### src/rtl/sdm_pkg.sv
package sdm_pkg;

  localparam int CLK_HZ        = 50_000_000;

  localparam int WAKE_TIME_MS  = 75;
  localparam int WAKE_W        = 22;
  // longest time, so the count rounds down
  localparam logic [WAKE_W-1:0] WAKE_CYC =
    WAKE_W'(longint'(WAKE_TIME_MS) * longint'(CLK_HZ) / 1000);

  localparam int IDLE_TIME_MIN = 5;
  localparam int IDLE_W        = 34;
  localparam logic [IDLE_W-1:0] IDLE_CYC =
    IDLE_W'(longint'(IDLE_TIME_MIN) * 60 * longint'(CLK_HZ));

  localparam int DATA_BITS     = 8;
  localparam int STOP_BITS     = 1;
  localparam logic [2:0] BIT_LAST  = 3'(DATA_BITS - 1);
  localparam logic [2:0] STOP_LAST = 3'(STOP_BITS - 1);

  localparam int PER_W         = 17;
  localparam logic [PER_W-1:0] MEAS_MAX = 17'h1FFFF;
  localparam int N_BAUD        = 8;
  localparam int BAUD_TAB [N_BAUD] = '{1200, 2400, 4800, 9600, 19200, 38400, 57600, 115200};

  localparam logic [7:0] CHAR_ESC    = 8'h1B;
  localparam logic [7:0] CHAR_ENTER  = 8'h0D;
  localparam logic [7:0] CHAR_PROMPT = 8'h3E;

  localparam logic       PIN_IDLE    = 1'b1;

  typedef struct packed {
    logic remote_unit;
    logic sleep_on;
    logic diag_link_on;
  } sdm_cfg_s;

  typedef enum logic [1:0] {SL_AWAKE, SL_ASLEEP, SL_WAKING} sdm_sleep_e;
  typedef enum logic [2:0] {RX_IDLE, RX_MEAS, RX_START, RX_DATA, RX_STOP} sdm_rx_e;
  typedef enum logic [1:0] {TX_IDLE, TX_START, TX_DATA, TX_STOP} sdm_tx_e;
  typedef enum logic {PM_PROTO, PM_CMD} sdm_port_e;

  function automatic logic [PER_W-1:0] bit_per(input int clk_hz, input int idx);
    return PER_W'(clk_hz / BAUD_TAB[idx]);
  endfunction

  // midpoint between neighbouring bit periods
  function automatic logic [PER_W-1:0] bit_thresh(input int clk_hz, input int idx);
    return PER_W'((clk_hz / BAUD_TAB[idx] + clk_hz / BAUD_TAB[idx+1]) / 2);
  endfunction

endpackage

### src/rtl/sdm_ctrl.sv
`timescale 1ns/1ns
`default_nettype none

module sdm_ctrl #(
  parameter int                          P_CLK_HZ   = sdm_pkg::CLK_HZ,
  parameter logic [sdm_pkg::WAKE_W-1:0]  P_WAKE_CYC = sdm_pkg::WAKE_CYC,
  parameter logic [sdm_pkg::IDLE_W-1:0]  P_IDLE_CYC = sdm_pkg::IDLE_CYC
) (
  input  wire logic              i_clk_sys,
  input  wire logic              i_rst_b,
  input  wire sdm_pkg::sdm_cfg_s i_cfg,
  input  wire logic              i_sleep_pin_b,
  input  wire logic              i_diag_rxd,
  input  wire logic [7:0]        i_tx_data,
  input  wire logic              i_tx_valid,
  output logic                   o_tx_ready,
  output logic                   o_diag_txd,
  output logic [7:0]             o_rx_data,
  output logic                   o_rx_valid,
  output logic                   o_cmd_mode,
  output logic                   o_baud_locked,
  output logic                   o_sleep,
  output logic                   o_payload_ready
);

  logic [1:0]                    pins_s;
  logic                          sleep_pin_s;
  logic                          rxd_s;
  logic                          sleep_req;
  logic                          asleep;
  sdm_pkg::sdm_sleep_e           sleep_st;
  logic [sdm_pkg::WAKE_W-1:0]    wake_cnt;

  sdm_pkg::sdm_rx_e              rx_state;
  logic [sdm_pkg::PER_W-1:0]     rx_cnt;
  logic [sdm_pkg::PER_W-1:0]     rx_lim;
  logic [sdm_pkg::PER_W-1:0]     rx_per;
  logic [sdm_pkg::PER_W-1:0]     sel_per;
  logic [2:0]                    rx_bit;
  logic [7:0]                    rx_shift;
  logic                          stop_end;
  logic                          char_ok;
  logic                          frame_err;

  logic                          esc_seen;
  logic                          locked;
  logic                          started;
  logic                          prompt_pend;
  logic                          entry_done;
  logic                          timeout;
  sdm_pkg::sdm_port_e            port_mode;
  logic [sdm_pkg::IDLE_W-1:0]    idle_cnt;

  sdm_pkg::sdm_tx_e              tx_state;
  logic [sdm_pkg::PER_W-1:0]     tx_cnt;
  logic [2:0]                    tx_bit;
  logic [7:0]                    tx_shift;
  logic                          tx_go_prompt;
  logic                          tx_go_user;
  logic                          tx_bit_end;

  // both pins idle high, so the reset value keeps the port quiet
  sdm_sync #(
    .W       (2),
    .RST_VAL (sdm_pkg::PIN_IDLE)
  ) u_sync (
    .i_clk_sys (i_clk_sys),
    .i_rst_b   (i_rst_b),
    .i_d       ({i_sleep_pin_b, i_diag_rxd}),
    .o_q       (pins_s)
  );

  assign sleep_pin_s = pins_s[1];
  assign rxd_s       = pins_s[0];

  // sleep_on is the command-switched setting held upstream
  assign sleep_req = !sleep_pin_s && i_cfg.remote_unit && i_cfg.sleep_on;

  always_ff @(posedge i_clk_sys or negedge i_rst_b) begin
    if (!i_rst_b) begin
      sleep_st <= sdm_pkg::SL_AWAKE;
      wake_cnt <= '0;
    end else begin
      case (sleep_st)
        sdm_pkg::SL_AWAKE: begin
          wake_cnt <= '0;
          if (sleep_req) begin
            sleep_st <= sdm_pkg::SL_ASLEEP;
          end
        end
        sdm_pkg::SL_ASLEEP: begin
          wake_cnt <= '0;
          if (!sleep_req) begin
            sleep_st <= sdm_pkg::SL_WAKING;
          end
        end
        sdm_pkg::SL_WAKING: begin
          if (sleep_req) begin
            sleep_st <= sdm_pkg::SL_ASLEEP;
          end else if (wake_cnt == P_WAKE_CYC - 1'b1) begin
            sleep_st <= sdm_pkg::SL_AWAKE;
          end else begin
            wake_cnt <= wake_cnt + 1'b1;
          end
        end
        default: sleep_st <= sdm_pkg::SL_AWAKE;
      endcase
    end
  end

  assign asleep          = (sleep_st == sdm_pkg::SL_ASLEEP);
  assign o_sleep         = asleep;
  assign o_payload_ready = (sleep_st == sdm_pkg::SL_AWAKE);

  // escape and enter both start with a one-bit low run, which gives the rate
  always_comb begin
    sel_per = sdm_pkg::bit_per(P_CLK_HZ, 0);
    for (int i = 0; i < sdm_pkg::N_BAUD - 1; i++) begin
      if (rx_cnt < sdm_pkg::bit_thresh(P_CLK_HZ, i)) begin
        sel_per = sdm_pkg::bit_per(P_CLK_HZ, i + 1);
      end
    end
  end

  assign stop_end  = (rx_state == sdm_pkg::RX_STOP) && (rx_cnt == rx_per - 1'b1);
  assign char_ok   = stop_end && rxd_s;
  assign frame_err = stop_end && !rxd_s;

  always_ff @(posedge i_clk_sys or negedge i_rst_b) begin
    if (!i_rst_b) begin
      rx_state <= sdm_pkg::RX_IDLE;
      rx_cnt   <= '0;
      rx_lim   <= '0;
      rx_per   <= '0;
      rx_bit   <= '0;
      rx_shift <= '0;
    end else if (asleep) begin
      rx_state <= sdm_pkg::RX_IDLE;
      rx_cnt   <= '0;
    end else begin
      case (rx_state)
        sdm_pkg::RX_IDLE: begin
          rx_cnt <= '0;
          rx_bit <= '0;
          if (!rxd_s) begin
            rx_state <= locked ? sdm_pkg::RX_START : sdm_pkg::RX_MEAS;
          end
        end
        sdm_pkg::RX_MEAS: begin
          if (rxd_s) begin
            rx_per   <= sel_per;
            rx_lim   <= sel_per >> 1;
            rx_cnt   <= '0;
            rx_state <= sdm_pkg::RX_DATA;
          end else if (rx_cnt != sdm_pkg::MEAS_MAX) begin
            rx_cnt <= rx_cnt + 1'b1;
          end
        end
        sdm_pkg::RX_START: begin
          if (rx_cnt == (rx_per >> 1) - 1'b1) begin
            rx_cnt   <= '0;
            rx_lim   <= rx_per;
            rx_state <= rxd_s ? sdm_pkg::RX_IDLE : sdm_pkg::RX_DATA;
          end else begin
            rx_cnt <= rx_cnt + 1'b1;
          end
        end
        sdm_pkg::RX_DATA: begin
          if (rx_cnt == rx_lim - 1'b1) begin
            rx_cnt   <= '0;
            rx_lim   <= rx_per;
            rx_shift <= {rxd_s, rx_shift[7:1]};
            if (rx_bit == sdm_pkg::BIT_LAST) begin
              rx_state <= sdm_pkg::RX_STOP;
            end else begin
              rx_bit <= rx_bit + 1'b1;
            end
          end else begin
            rx_cnt <= rx_cnt + 1'b1;
          end
        end
        sdm_pkg::RX_STOP: begin
          if (stop_end) begin
            rx_state <= sdm_pkg::RX_IDLE;
          end else begin
            rx_cnt <= rx_cnt + 1'b1;
          end
        end
        default: rx_state <= sdm_pkg::RX_IDLE;
      endcase
    end
  end

  assign entry_done = char_ok && esc_seen && (rx_shift == sdm_pkg::CHAR_ENTER);
  assign timeout    = (port_mode == sdm_pkg::PM_CMD) && !char_ok &&
                      (idle_cnt == P_IDLE_CYC - 1'b1);

  always_ff @(posedge i_clk_sys or negedge i_rst_b) begin
    if (!i_rst_b) begin
      esc_seen <= 1'b0;
      locked   <= 1'b0;
    end else begin
      if (char_ok) begin
        // further enters keep the sequence armed
        esc_seen <= (rx_shift == sdm_pkg::CHAR_ESC) ||
                    (esc_seen && rx_shift == sdm_pkg::CHAR_ENTER);
      end
      if (entry_done) begin
        locked <= 1'b1;
      end else if (frame_err) begin
        // a wrong rate shows as a bad stop bit, so hunt again
        locked <= 1'b0;
      end
    end
  end

  // the mode setting is a port, so it is taken on the first edge after reset
  always_ff @(posedge i_clk_sys or negedge i_rst_b) begin
    if (!i_rst_b) begin
      started   <= 1'b0;
      port_mode <= sdm_pkg::PM_CMD;
    end else if (!started) begin
      started   <= 1'b1;
      port_mode <= i_cfg.diag_link_on ? sdm_pkg::PM_PROTO : sdm_pkg::PM_CMD;
    end else if (entry_done) begin
      port_mode <= sdm_pkg::PM_CMD;
    end else if (!i_cfg.diag_link_on) begin
      port_mode <= sdm_pkg::PM_CMD;
    end else if (timeout) begin
      port_mode <= sdm_pkg::PM_PROTO;
    end
  end

  always_ff @(posedge i_clk_sys or negedge i_rst_b) begin
    if (!i_rst_b) begin
      idle_cnt <= '0;
    end else if (port_mode != sdm_pkg::PM_CMD || char_ok) begin
      idle_cnt <= '0;
    end else if (idle_cnt != P_IDLE_CYC - 1'b1) begin
      idle_cnt <= idle_cnt + 1'b1;
    end
  end

  always_ff @(posedge i_clk_sys or negedge i_rst_b) begin
    if (!i_rst_b) begin
      o_rx_valid <= 1'b0;
      o_rx_data  <= '0;
    end else begin
      o_rx_valid <= char_ok && locked;
      if (char_ok) begin
        o_rx_data <= rx_shift;
      end
    end
  end

  // set wins over the load that clears it
  always_ff @(posedge i_clk_sys or negedge i_rst_b) begin
    if (!i_rst_b) begin
      prompt_pend <= 1'b0;
    end else if (entry_done) begin
      prompt_pend <= 1'b1;
    end else if (tx_go_prompt) begin
      prompt_pend <= 1'b0;
    end
  end

  assign tx_go_prompt = (tx_state == sdm_pkg::TX_IDLE) && prompt_pend && !asleep;
  assign o_tx_ready   = (tx_state == sdm_pkg::TX_IDLE) && !prompt_pend && locked && !asleep;
  assign tx_go_user   = o_tx_ready && i_tx_valid;
  assign tx_bit_end   = (tx_cnt == rx_per - 1'b1);

  always_ff @(posedge i_clk_sys or negedge i_rst_b) begin
    if (!i_rst_b) begin
      tx_state   <= sdm_pkg::TX_IDLE;
      tx_cnt     <= '0;
      tx_bit     <= '0;
      tx_shift   <= '0;
      o_diag_txd <= sdm_pkg::PIN_IDLE;
    end else if (asleep) begin
      tx_state   <= sdm_pkg::TX_IDLE;
      o_diag_txd <= sdm_pkg::PIN_IDLE;
    end else begin
      case (tx_state)
        sdm_pkg::TX_IDLE: begin
          tx_cnt     <= '0;
          tx_bit     <= '0;
          o_diag_txd <= sdm_pkg::PIN_IDLE;
          if (tx_go_prompt || tx_go_user) begin
            tx_shift   <= tx_go_prompt ? sdm_pkg::CHAR_PROMPT : i_tx_data;
            o_diag_txd <= 1'b0;
            tx_state   <= sdm_pkg::TX_START;
          end
        end
        sdm_pkg::TX_START: begin
          tx_cnt <= tx_bit_end ? '0 : tx_cnt + 1'b1;
          if (tx_bit_end) begin
            o_diag_txd <= tx_shift[0];
            tx_shift   <= tx_shift >> 1;
            tx_state   <= sdm_pkg::TX_DATA;
          end
        end
        sdm_pkg::TX_DATA: begin
          tx_cnt <= tx_bit_end ? '0 : tx_cnt + 1'b1;
          if (tx_bit_end) begin
            if (tx_bit == sdm_pkg::BIT_LAST) begin
              tx_bit     <= '0;
              o_diag_txd <= 1'b1;
              tx_state   <= sdm_pkg::TX_STOP;
            end else begin
              tx_bit     <= tx_bit + 1'b1;
              o_diag_txd <= tx_shift[0];
              tx_shift   <= tx_shift >> 1;
            end
          end
        end
        sdm_pkg::TX_STOP: begin
          tx_cnt <= tx_bit_end ? '0 : tx_cnt + 1'b1;
          if (tx_bit_end) begin
            if (tx_bit == sdm_pkg::STOP_LAST) begin
              tx_state <= sdm_pkg::TX_IDLE;
            end else begin
              tx_bit <= tx_bit + 1'b1;
            end
          end
        end
        default: tx_state <= sdm_pkg::TX_IDLE;
      endcase
    end
  end

  assign o_cmd_mode    = (port_mode == sdm_pkg::PM_CMD);
  assign o_baud_locked = locked;
endmodule

`default_nettype wire

### src/rtl/sdm_sync.sv
`timescale 1ns/1ns
`default_nettype none

module sdm_sync #(
  parameter int         W       = 1,
  parameter logic [0:0] RST_VAL = 1'b1
) (
  input  wire logic         i_clk_sys,
  input  wire logic         i_rst_b,
  input  wire logic [W-1:0] i_d,
  output logic      [W-1:0] o_q
);

  logic [W-1:0] stage1;

  always_ff @(posedge i_clk_sys or negedge i_rst_b) begin
    if (!i_rst_b) begin
      stage1 <= {W{RST_VAL}};
      o_q    <= {W{RST_VAL}};
    end else begin
      stage1 <= i_d;
      o_q    <= stage1;
    end
  end

endmodule

`default_nettype wire

### config.mk
export PLATFORM = sky130hd
export DESIGN_NAME = sdm_ctrl
export DESIGN_NICKNAME = d
export VERILOG_FILES = /design/src/rtl/sdm_pkg.sv /design/src/rtl/sdm_ctrl.sv /design/src/rtl/sdm_sync.sv
export SDC_FILE = /design/constraint.sdc
export NUM_CORES = 1
export LEC_CHECK = 0
export BUFFER_PORTS_ARGS = -buffer_cell sky130_fd_sc_hd__buf_4
export CORE_UTILIZATION = 55
export DETAILED_ROUTE_END_ITERATION = 8
export GPL_ROUTABILITY_DRIVEN = 1
export PLACE_DENSITY = 0.78
export SLEW_MARGIN = 30
export SYNTH_ARGS = -nofsm -noshare
export SYNTH_HDL_FRONTEND = slang
export SYNTH_SLANG_ARGS = --single-unit
### constraint.sdc
create_clock -name i_clk_sys -period 4.4 [get_ports i_clk_sys]
set_input_delay 1.32 -clock i_clk_sys [delete_from_list [all_inputs] [get_ports i_clk_sys]]
set_output_delay 1.32 -clock i_clk_sys [all_outputs]
set_load 0.02 [all_outputs]
# Word level (Yosys, flattened, before mapping)
# Index checks and enable logic that the tools add are counted.
[word_totals]
out_inout_bits = 15
wordCells = 222
in_bits = 16
register_bits = 172
[classes]
n_bitwise = 2
n_addsub = 9
reduce_logical = 53
n_lt_le_gt_ge = 7
eq_ne = 51
mux = 77
[op_table]
columns = ["operator", "count"]
rows = [
  ["2-to-1 mux 17 bit", 16],
  ["case mux 17 bit (5 select lines)", 1],
  ["== test 17 bit", 4],
  ["2-to-1 mux 34 bit", 2],
  ["case mux 17 bit (3 select lines)", 1],
  ["2-to-1 mux 22 bit", 2],
  ["case mux 22 bit (2 select lines)", 1],
  ["2-to-1 mux 8 bit", 5],
  ["2-to-1 mux 3 bit", 13],
  ["!= test 3 bit (second input constant)", 12],
  ["adder 17 x 1 -> 17 bit (second input constant)", 2],
  ["adder 34 x 1 -> 34 bit (second input constant)", 1],
  ["== test 34 bit (second input constant)", 1],
  ["less-than comparator 17 x 11 -> 1 bit (second input constant)", 2],
  ["!= test 34 bit (second input constant)", 1],
  ["case mux 17 bit (2 select lines)", 1],
  ["subtractor 17 x 1 -> 17 bit (second input constant)", 2],
  ["2-to-1 mux 2 bit", 13],
  ["case mux 8 bit (3 select lines)", 1],
  ["adder 22 x 1 -> 22 bit (second input constant)", 1],
  ["== test 22 bit (second input constant)", 1],
  ["!= test 2 bit (second input constant)", 11],
  ["AND reduction 3 bit", 6],
  ["AND reduction 6 bit", 3],
  ["41 further kinds", 96],
]

# Logic depth before layout (Yosys ltp)
[logic_depth]
ltp_word = 11
mapped_depth = 15
ltp_nobuf = 12

# Cells and area by module
# A second synthesis with hierarchy kept.
[unflattened]
hier_cells = 1239
area_unflattened_um2 = 10854.2
[by_module_without_submodules]
columns = ["mod", "seq_area_each_um2", "cells_each", "n_inst", "area_per_inst_um2"]
rows = [
  ["sdm_ctrl", 4131.5, 1235, 1, 10749.1],
  ["sdm_sync", 105.1, 4, 1, 105.1],
]

# Least setup slack after synthesis
# OpenSTA, ideal clock, no wires.
[synth_timing]
path_kind = "register to register"
from = "register rx_per[14] in the netlist's numbering"
to = "register idle_cnt[24] in the netlist's numbering"
setup_time_ns = 0.121
t_required_ns = 4.279
arrival_time_ns = 3.718
path_buffers = 4
period_less_slack_ns = 3.839
path_stages_with_launch = 16
setup_slack_ns = 0.561
path_cell_list = "dfrtp_1 > buf_2 > buf_1 > inv_1 > ha_1 > or3b_2 > clkbuf_1 > nor2_1 > a311oi_1 > nor4_2 > o211ai_2 > nor4_1 > or4b_1 > nand2_2 > buf_2 > nor2_1"
[synth_between]
elab_chain_len = 6
elab_cells_between_ends = 7
cone_classes = "1 x add/sub; 1 x eq/ne; 1 x mux; 4 x reduce/logical"
[synth_rtl]
columns = ["element", "line", "text"]
rows = [
  ["start: declaration", "sdm_ctrl.sv:37", "logic [sdm_pkg::PER_W-1:0] rx_per;"],
  ["start signal: assignment", "sdm_ctrl.sv:151", "rx_per <= sel_per;"],
  ["subtractor 17 x 1 -> 17 bit *", "sdm_ctrl.sv:125", "assign stop_end = (rx_state == sdm_pkg::RX_STOP) && (rx_cnt == rx_per - 1'b1);"],
  ["== test 17 bit *", "sdm_ctrl.sv:125", ""],
  ["logical AND 1 bit *", "sdm_ctrl.sv:125", ""],
  ["logical AND 1 bit *", "sdm_ctrl.sv:126", "assign char_ok = stop_end && rxd_s;"],
  ["logical OR 1 bit *", "sdm_ctrl.sv:237", "end else if (port_mode != sdm_pkg::PM_CMD || char_ok) begin"],
  ["2-to-1 mux 34 bit / nonzero test 2 bit (equally long branches)", "-", ""],
  ["end signal: assignment", "sdm_ctrl.sv:240", "idle_cnt <= idle_cnt + 1'b1;"],
  ["end: declaration", "sdm_ctrl.sv:52", "logic [sdm_pkg::IDLE_W-1:0] idle_cnt;"],
]
# Every way passes the cells marked *; elsewhere a longest branch is shown, timed or not.
# A chain may end at the register's enable or synchronous reset.

# Final worst setup path
[layout_timing]
from = "register rx_per[6] in the netlist's numbering"
to = "register tx_state[0]"
[layout_between]
elab_chain_len = 4
elab_cells_between_ends = 6
cone_classes = "1 x add/sub; 4 x eq/ne; 1 x reduce/logical"
[layout_rtl]
columns = ["element", "line", "text"]
rows = [
  ["subtractor 17 x 1 -> 17 bit *", "sdm_ctrl.sv:270", "assign tx_bit_end = (tx_cnt == rx_per - 1'b1);"],
  ["== test 17 bit *", "sdm_ctrl.sv:270", ""],
  ["!= test 3 bit (no source line)", "-", ""],
  ["AND reduction 6 bit (no source line) *", "-", ""],
  ["end signal: assignment", "sdm_ctrl.sv:274", "tx_state <= sdm_pkg::TX_IDLE;"],
  ["end signal: assignment", "sdm_ctrl.sv:280", "tx_state <= sdm_pkg::TX_IDLE;"],
  ["end signal: assignment", "sdm_ctrl.sv:291", "tx_state <= sdm_pkg::TX_START;"],
  ["end: declaration", "sdm_ctrl.sv:54", "sdm_pkg::sdm_tx_e tx_state;"],
]
# Marked as above.

==> results.sh <==
export IMPL_status="finished clean"
export IMPL_yosysSeqAreaShare=0.387
export IMPL_synth_most_common_cell="nand2_1"
export IMPL_cts_buffers=17
export IMPL_relSlewSlack=0.423
export IMPL_cts_tree="built"
export IMPL_ir_drop_mv=0.366
export IMPL_first_iter_violations=745
export IMPL_syn_inst=1258
export IMPL_dp_hpwl_um=19300
export IMPL_cp_required_ns=4.72
export IMPL_fmax_mhz=249
export IMPL_synth_area_leader_cell="dfrtp_1"
export IMPL_cp_max_fo=7
export IMPL_slew_violations=0
export IMPL_wirelength_um=27800
export IMPL_viasPerCell=6.12
export IMPL_clock_sinks=169
export IMPL_antenna_found_initial=0
export IMPL_cts_resized_gates=0
export IMPL_start_util=0.562
export IMPL_switching_share=0.384
export IMPL_yosys_warnings=0
export IMPL_drv_cap=0
export IMPL_vias=9474
export IMPL_grt_use_total=0.282
export IMPL_end_kind="flip-flop"
export IMPL_dieArea_um2=20500
export IMPL_max_clock_path_buffers=2
export IMPL_hold_buffers=0
export IMPL_avgSynthCellArea_um2=8.69
export IMPL_syn_nets=1292
export IMPL_p_int_w=0.00370
export IMPL_num_rows=51
export IMPL_p_comb_frac=0.387
export IMPL_antenna_diode_count=0
export IMPL_hold_violations=0
export IMPL_grt_pass1_vias=8909
export IMPL_rsz0062_at_grt="no"
export IMPL_clk_pin_slew_ns=0.07
export IMPL_grt_first_pass_wirelength_um=45100
export IMPL_r2r_setup_slack_ns=0.38
export IMPL_p_leak_nw=5.46
export IMPL_gp_congestion=0.974
export IMPL_critPathLaunchType="flip-flop"
export IMPL_htree_levels=4
export IMPL_fin_nets=1303
export IMPL_die_width_um=143
export IMPL_skew_ns=0.00925
export IMPL_dp_cells=1515
export IMPL_grt_max_degree=72
export IMPL_wl_per_cell_um=18.0
export IMPL_finalSetupTns_ns=0
export IMPL_tightest_slew_ns=0.863
export IMPL_area_delta_synth_final_pct=10.6
export IMPL_seqPwrFrac=0.331
export IMPL_critPathKind="flip-flop to flip-flop"
export IMPL_synth_edff_count=0
export IMPL_yosys_area_top_type_share=0.373
export IMPL_p_switching_w=0.00230
export IMPL_yosys_top_cells_area="dfrtp_1 (37%), nand2_1 (5.9%), xor2_1 (5.2%)"
export IMPL_crit_arrival_ns=4.34
export IMPL_coreArea_um2=19500
export IMPL_async_flop_share=1.00
export IMPL_first_pass_iters=6
export IMPL_p_clk_frac=0.282
export IMPL_cts_setup_buffers=0
export IMPL_grt_ovfl_total=0
export IMPL_drt_antenna_violating_nets=0
export IMPL_drive_gt1_frac=0.130
export IMPL_utilization=0.622
export IMPL_synth_ff_latch_count=169
export IMPL_period_needed_ns=4.02
export IMPL_pwr_density_cell_nw_per_um2=496
export IMPL_hold_class="flip-flop to flip-flop"
export IMPL_port_buffers=30
export IMPL_drc_errors=0
export IMPL_cts_root_buffer="clkbuf_16"
export IMPL_synth_top_flop_cell="dfrtp_1"
export IMPL_setup_viol=0
export IMPL_dieHeight_um=143
export IMPL_syn_area_um2=10900
export IMPL_clock_latency_ns=0.44
export IMPL_synthTopCellsByCount="nand2_1 (172), dfrtp_1 (163), nor2_1 (129)"
export IMPL_ys_types=82
export IMPL_fin_cells=1547
export IMPL_pin_count=31
export IMPL_min_period_over_period=0.913
[layout by cell type, fill, tap and decap left out, types with 5 or more instances in the layout]
| master | netlist | final |
|---|---|---|
| mux2_4 | 11 | 11 |
| ha_1 | 18 | 18 |
| nand3b_1 | 5 | 5 |
| mux2i_1 | 18 | 18 |
| nor3_1 | 24 | 24 |
| o21a_1 | 5 | 5 |
| inv_6 | 0 | 5 |
| a21oi_1 | 35 | 35 |
| or4_1 | 7 | 7 |
| nand3_1 | 46 | 46 |
| xnor2_1 | 61 | 61 |
| nand4_1 | 27 | 27 |
| o31ai_1 | 11 | 11 |
| nor3b_1 | 9 | 9 |
| a211oi_1 | 11 | 11 |
| nor4_1 | 21 | 21 |
| dfstp_2 | 6 | 6 |
| inv_1 | 35 | 35 |
| o22ai_1 | 7 | 7 |
| nor4b_1 | 8 | 7 |
| or3_1 | 12 | 12 |
| buf_4 | 2 | 58 |
| dfrtp_1 | 163 | 163 |
| a21o_1 | 6 | 6 |
| nor2b_1 | 8 | 7 |
| xor2_1 | 65 | 65 |
| a31oi_1 | 12 | 12 |
| or2_2 | 10 | 10 |
| o21ai_0 | 78 | 78 |
| a221o_1 | 7 | 7 |
| nand2_1 | 172 | 172 |
| and3_1 | 37 | 37 |
| mux2_2 | 22 | 22 |
| o21ai_1 | 6 | 6 |
| nor2_1 | 129 | 129 |
| and2_1 | 12 | 12 |
| clkbuf_16 | 0 | 17 |
| nand2b_1 | 11 | 11 |
[power groups by stage]
| stage | registers [W] | logic [W] | clock network, W |
|---|---|---|---|
| finish | 0.00198 | 0.00232 | 0.00169 |
| global route | 0.00201 | 0.00253 | 0.00178 |
| CTS | 0.00197 | 0.00230 | 0.00171 |
| detailed placement | 0.00200 | 0.00228 | 0 |
| global placement | 0.00199 | 0.00222 | 0 |
| floorplan | 0.00187 | 0.00186 | 0 |
[sequential cells by signal (all words and copies together), names as in the netlist, 3 cells and up]
register / count
rx_per: 15
rx_shift: 8
rx_state: 3
rx_bit: 3
tx_cnt: 17
rx_lim: 16
wake_cnt: 22
tx_bit: 3
o_rx_data: 8
rx_cnt: 17
tx_shift: 8
idle_cnt: 34
[worst max-delay path, cell delays in order, from the launching register on]
cell       delay (ns)
dfrtp_1          0.48
nor4_2           0.71
nand4_1          0.44
xnor2_1          0.54
o21ai_0          0.13
a2111oi_0        0.34
nand4b_1         0.27
or3b_2           0.55
o21a_1           0.14
o311a_1          0.28
[cells by family after synthesis]
kind of cell	synth area share
AOI/OAI and AO/OA	0.129
xor gates and xnor gates	0.105
adders and majority gates	0.0206
buffers and inverters	0.0398
DFF	0.387
muxes	0.0542
other	0.000343
and+or+nand+nor	0.264
[area by class of cell]
type,count,area [um^2]
Fill cell,1579,7360
Multi-Input combinational cell,986,6270
Sequential cell,169,4240
Timing Repair Buffer,60,467
Clock buffer,17,425
Tap cell,265,332
Clock inverter,15,231
Inverter,35,131
[through the flow]
stage          hold slack, ns  instance area, um^2  total power [W]  worst slack [ns]
2_1_floorplan           0.345                10900          0.00374             0.561
3_3_place_gp            0.346                11400          0.00422             0.511
3_5_place_dp            0.347                11400          0.00428             0.414
4_1_cts                 0.357                12100          0.00598             0.330
5_1_grt                 0.364                12100          0.00632            0.0687
6_report                0.361                12100          0.00600             0.385
[path summary, 6_finish.rpt]
check                                            from                         end  cells after the start
setup / recovery                rx_per[6]$_DFFE_PN0P_     tx_state[0]$_DFFE_PN0P_                      9
hold / removal             u_sync.stage1[1]$_DFF_PN1_     u_sync.o_q[1]$_DFF_PN1_                      0
setup reg to reg                rx_per[6]$_DFFE_PN0P_     tx_state[0]$_DFFE_PN0P_                      9
max in group asynchronous                     i_rst_b  u_sync.stage1[1]$_DFF_PN1_                      2
hold reg to reg            u_sync.stage1[1]$_DFF_PN1_     u_sync.o_q[1]$_DFF_PN1_                      0
min in group asynchronous                     i_rst_b       rx_lim[8]$_DFFE_PN0P_                      1
[metal layers]
metal	vias up	global-route usage	routed length, um
li1	4449	-	-
met1	4564	0.368	12100
met2	389	0.461	13000
met3	72	0.0453	1820
met4	0	0.123	877
met5	-	0	0
Note: power is estimated with default switching activity, not from simulation.
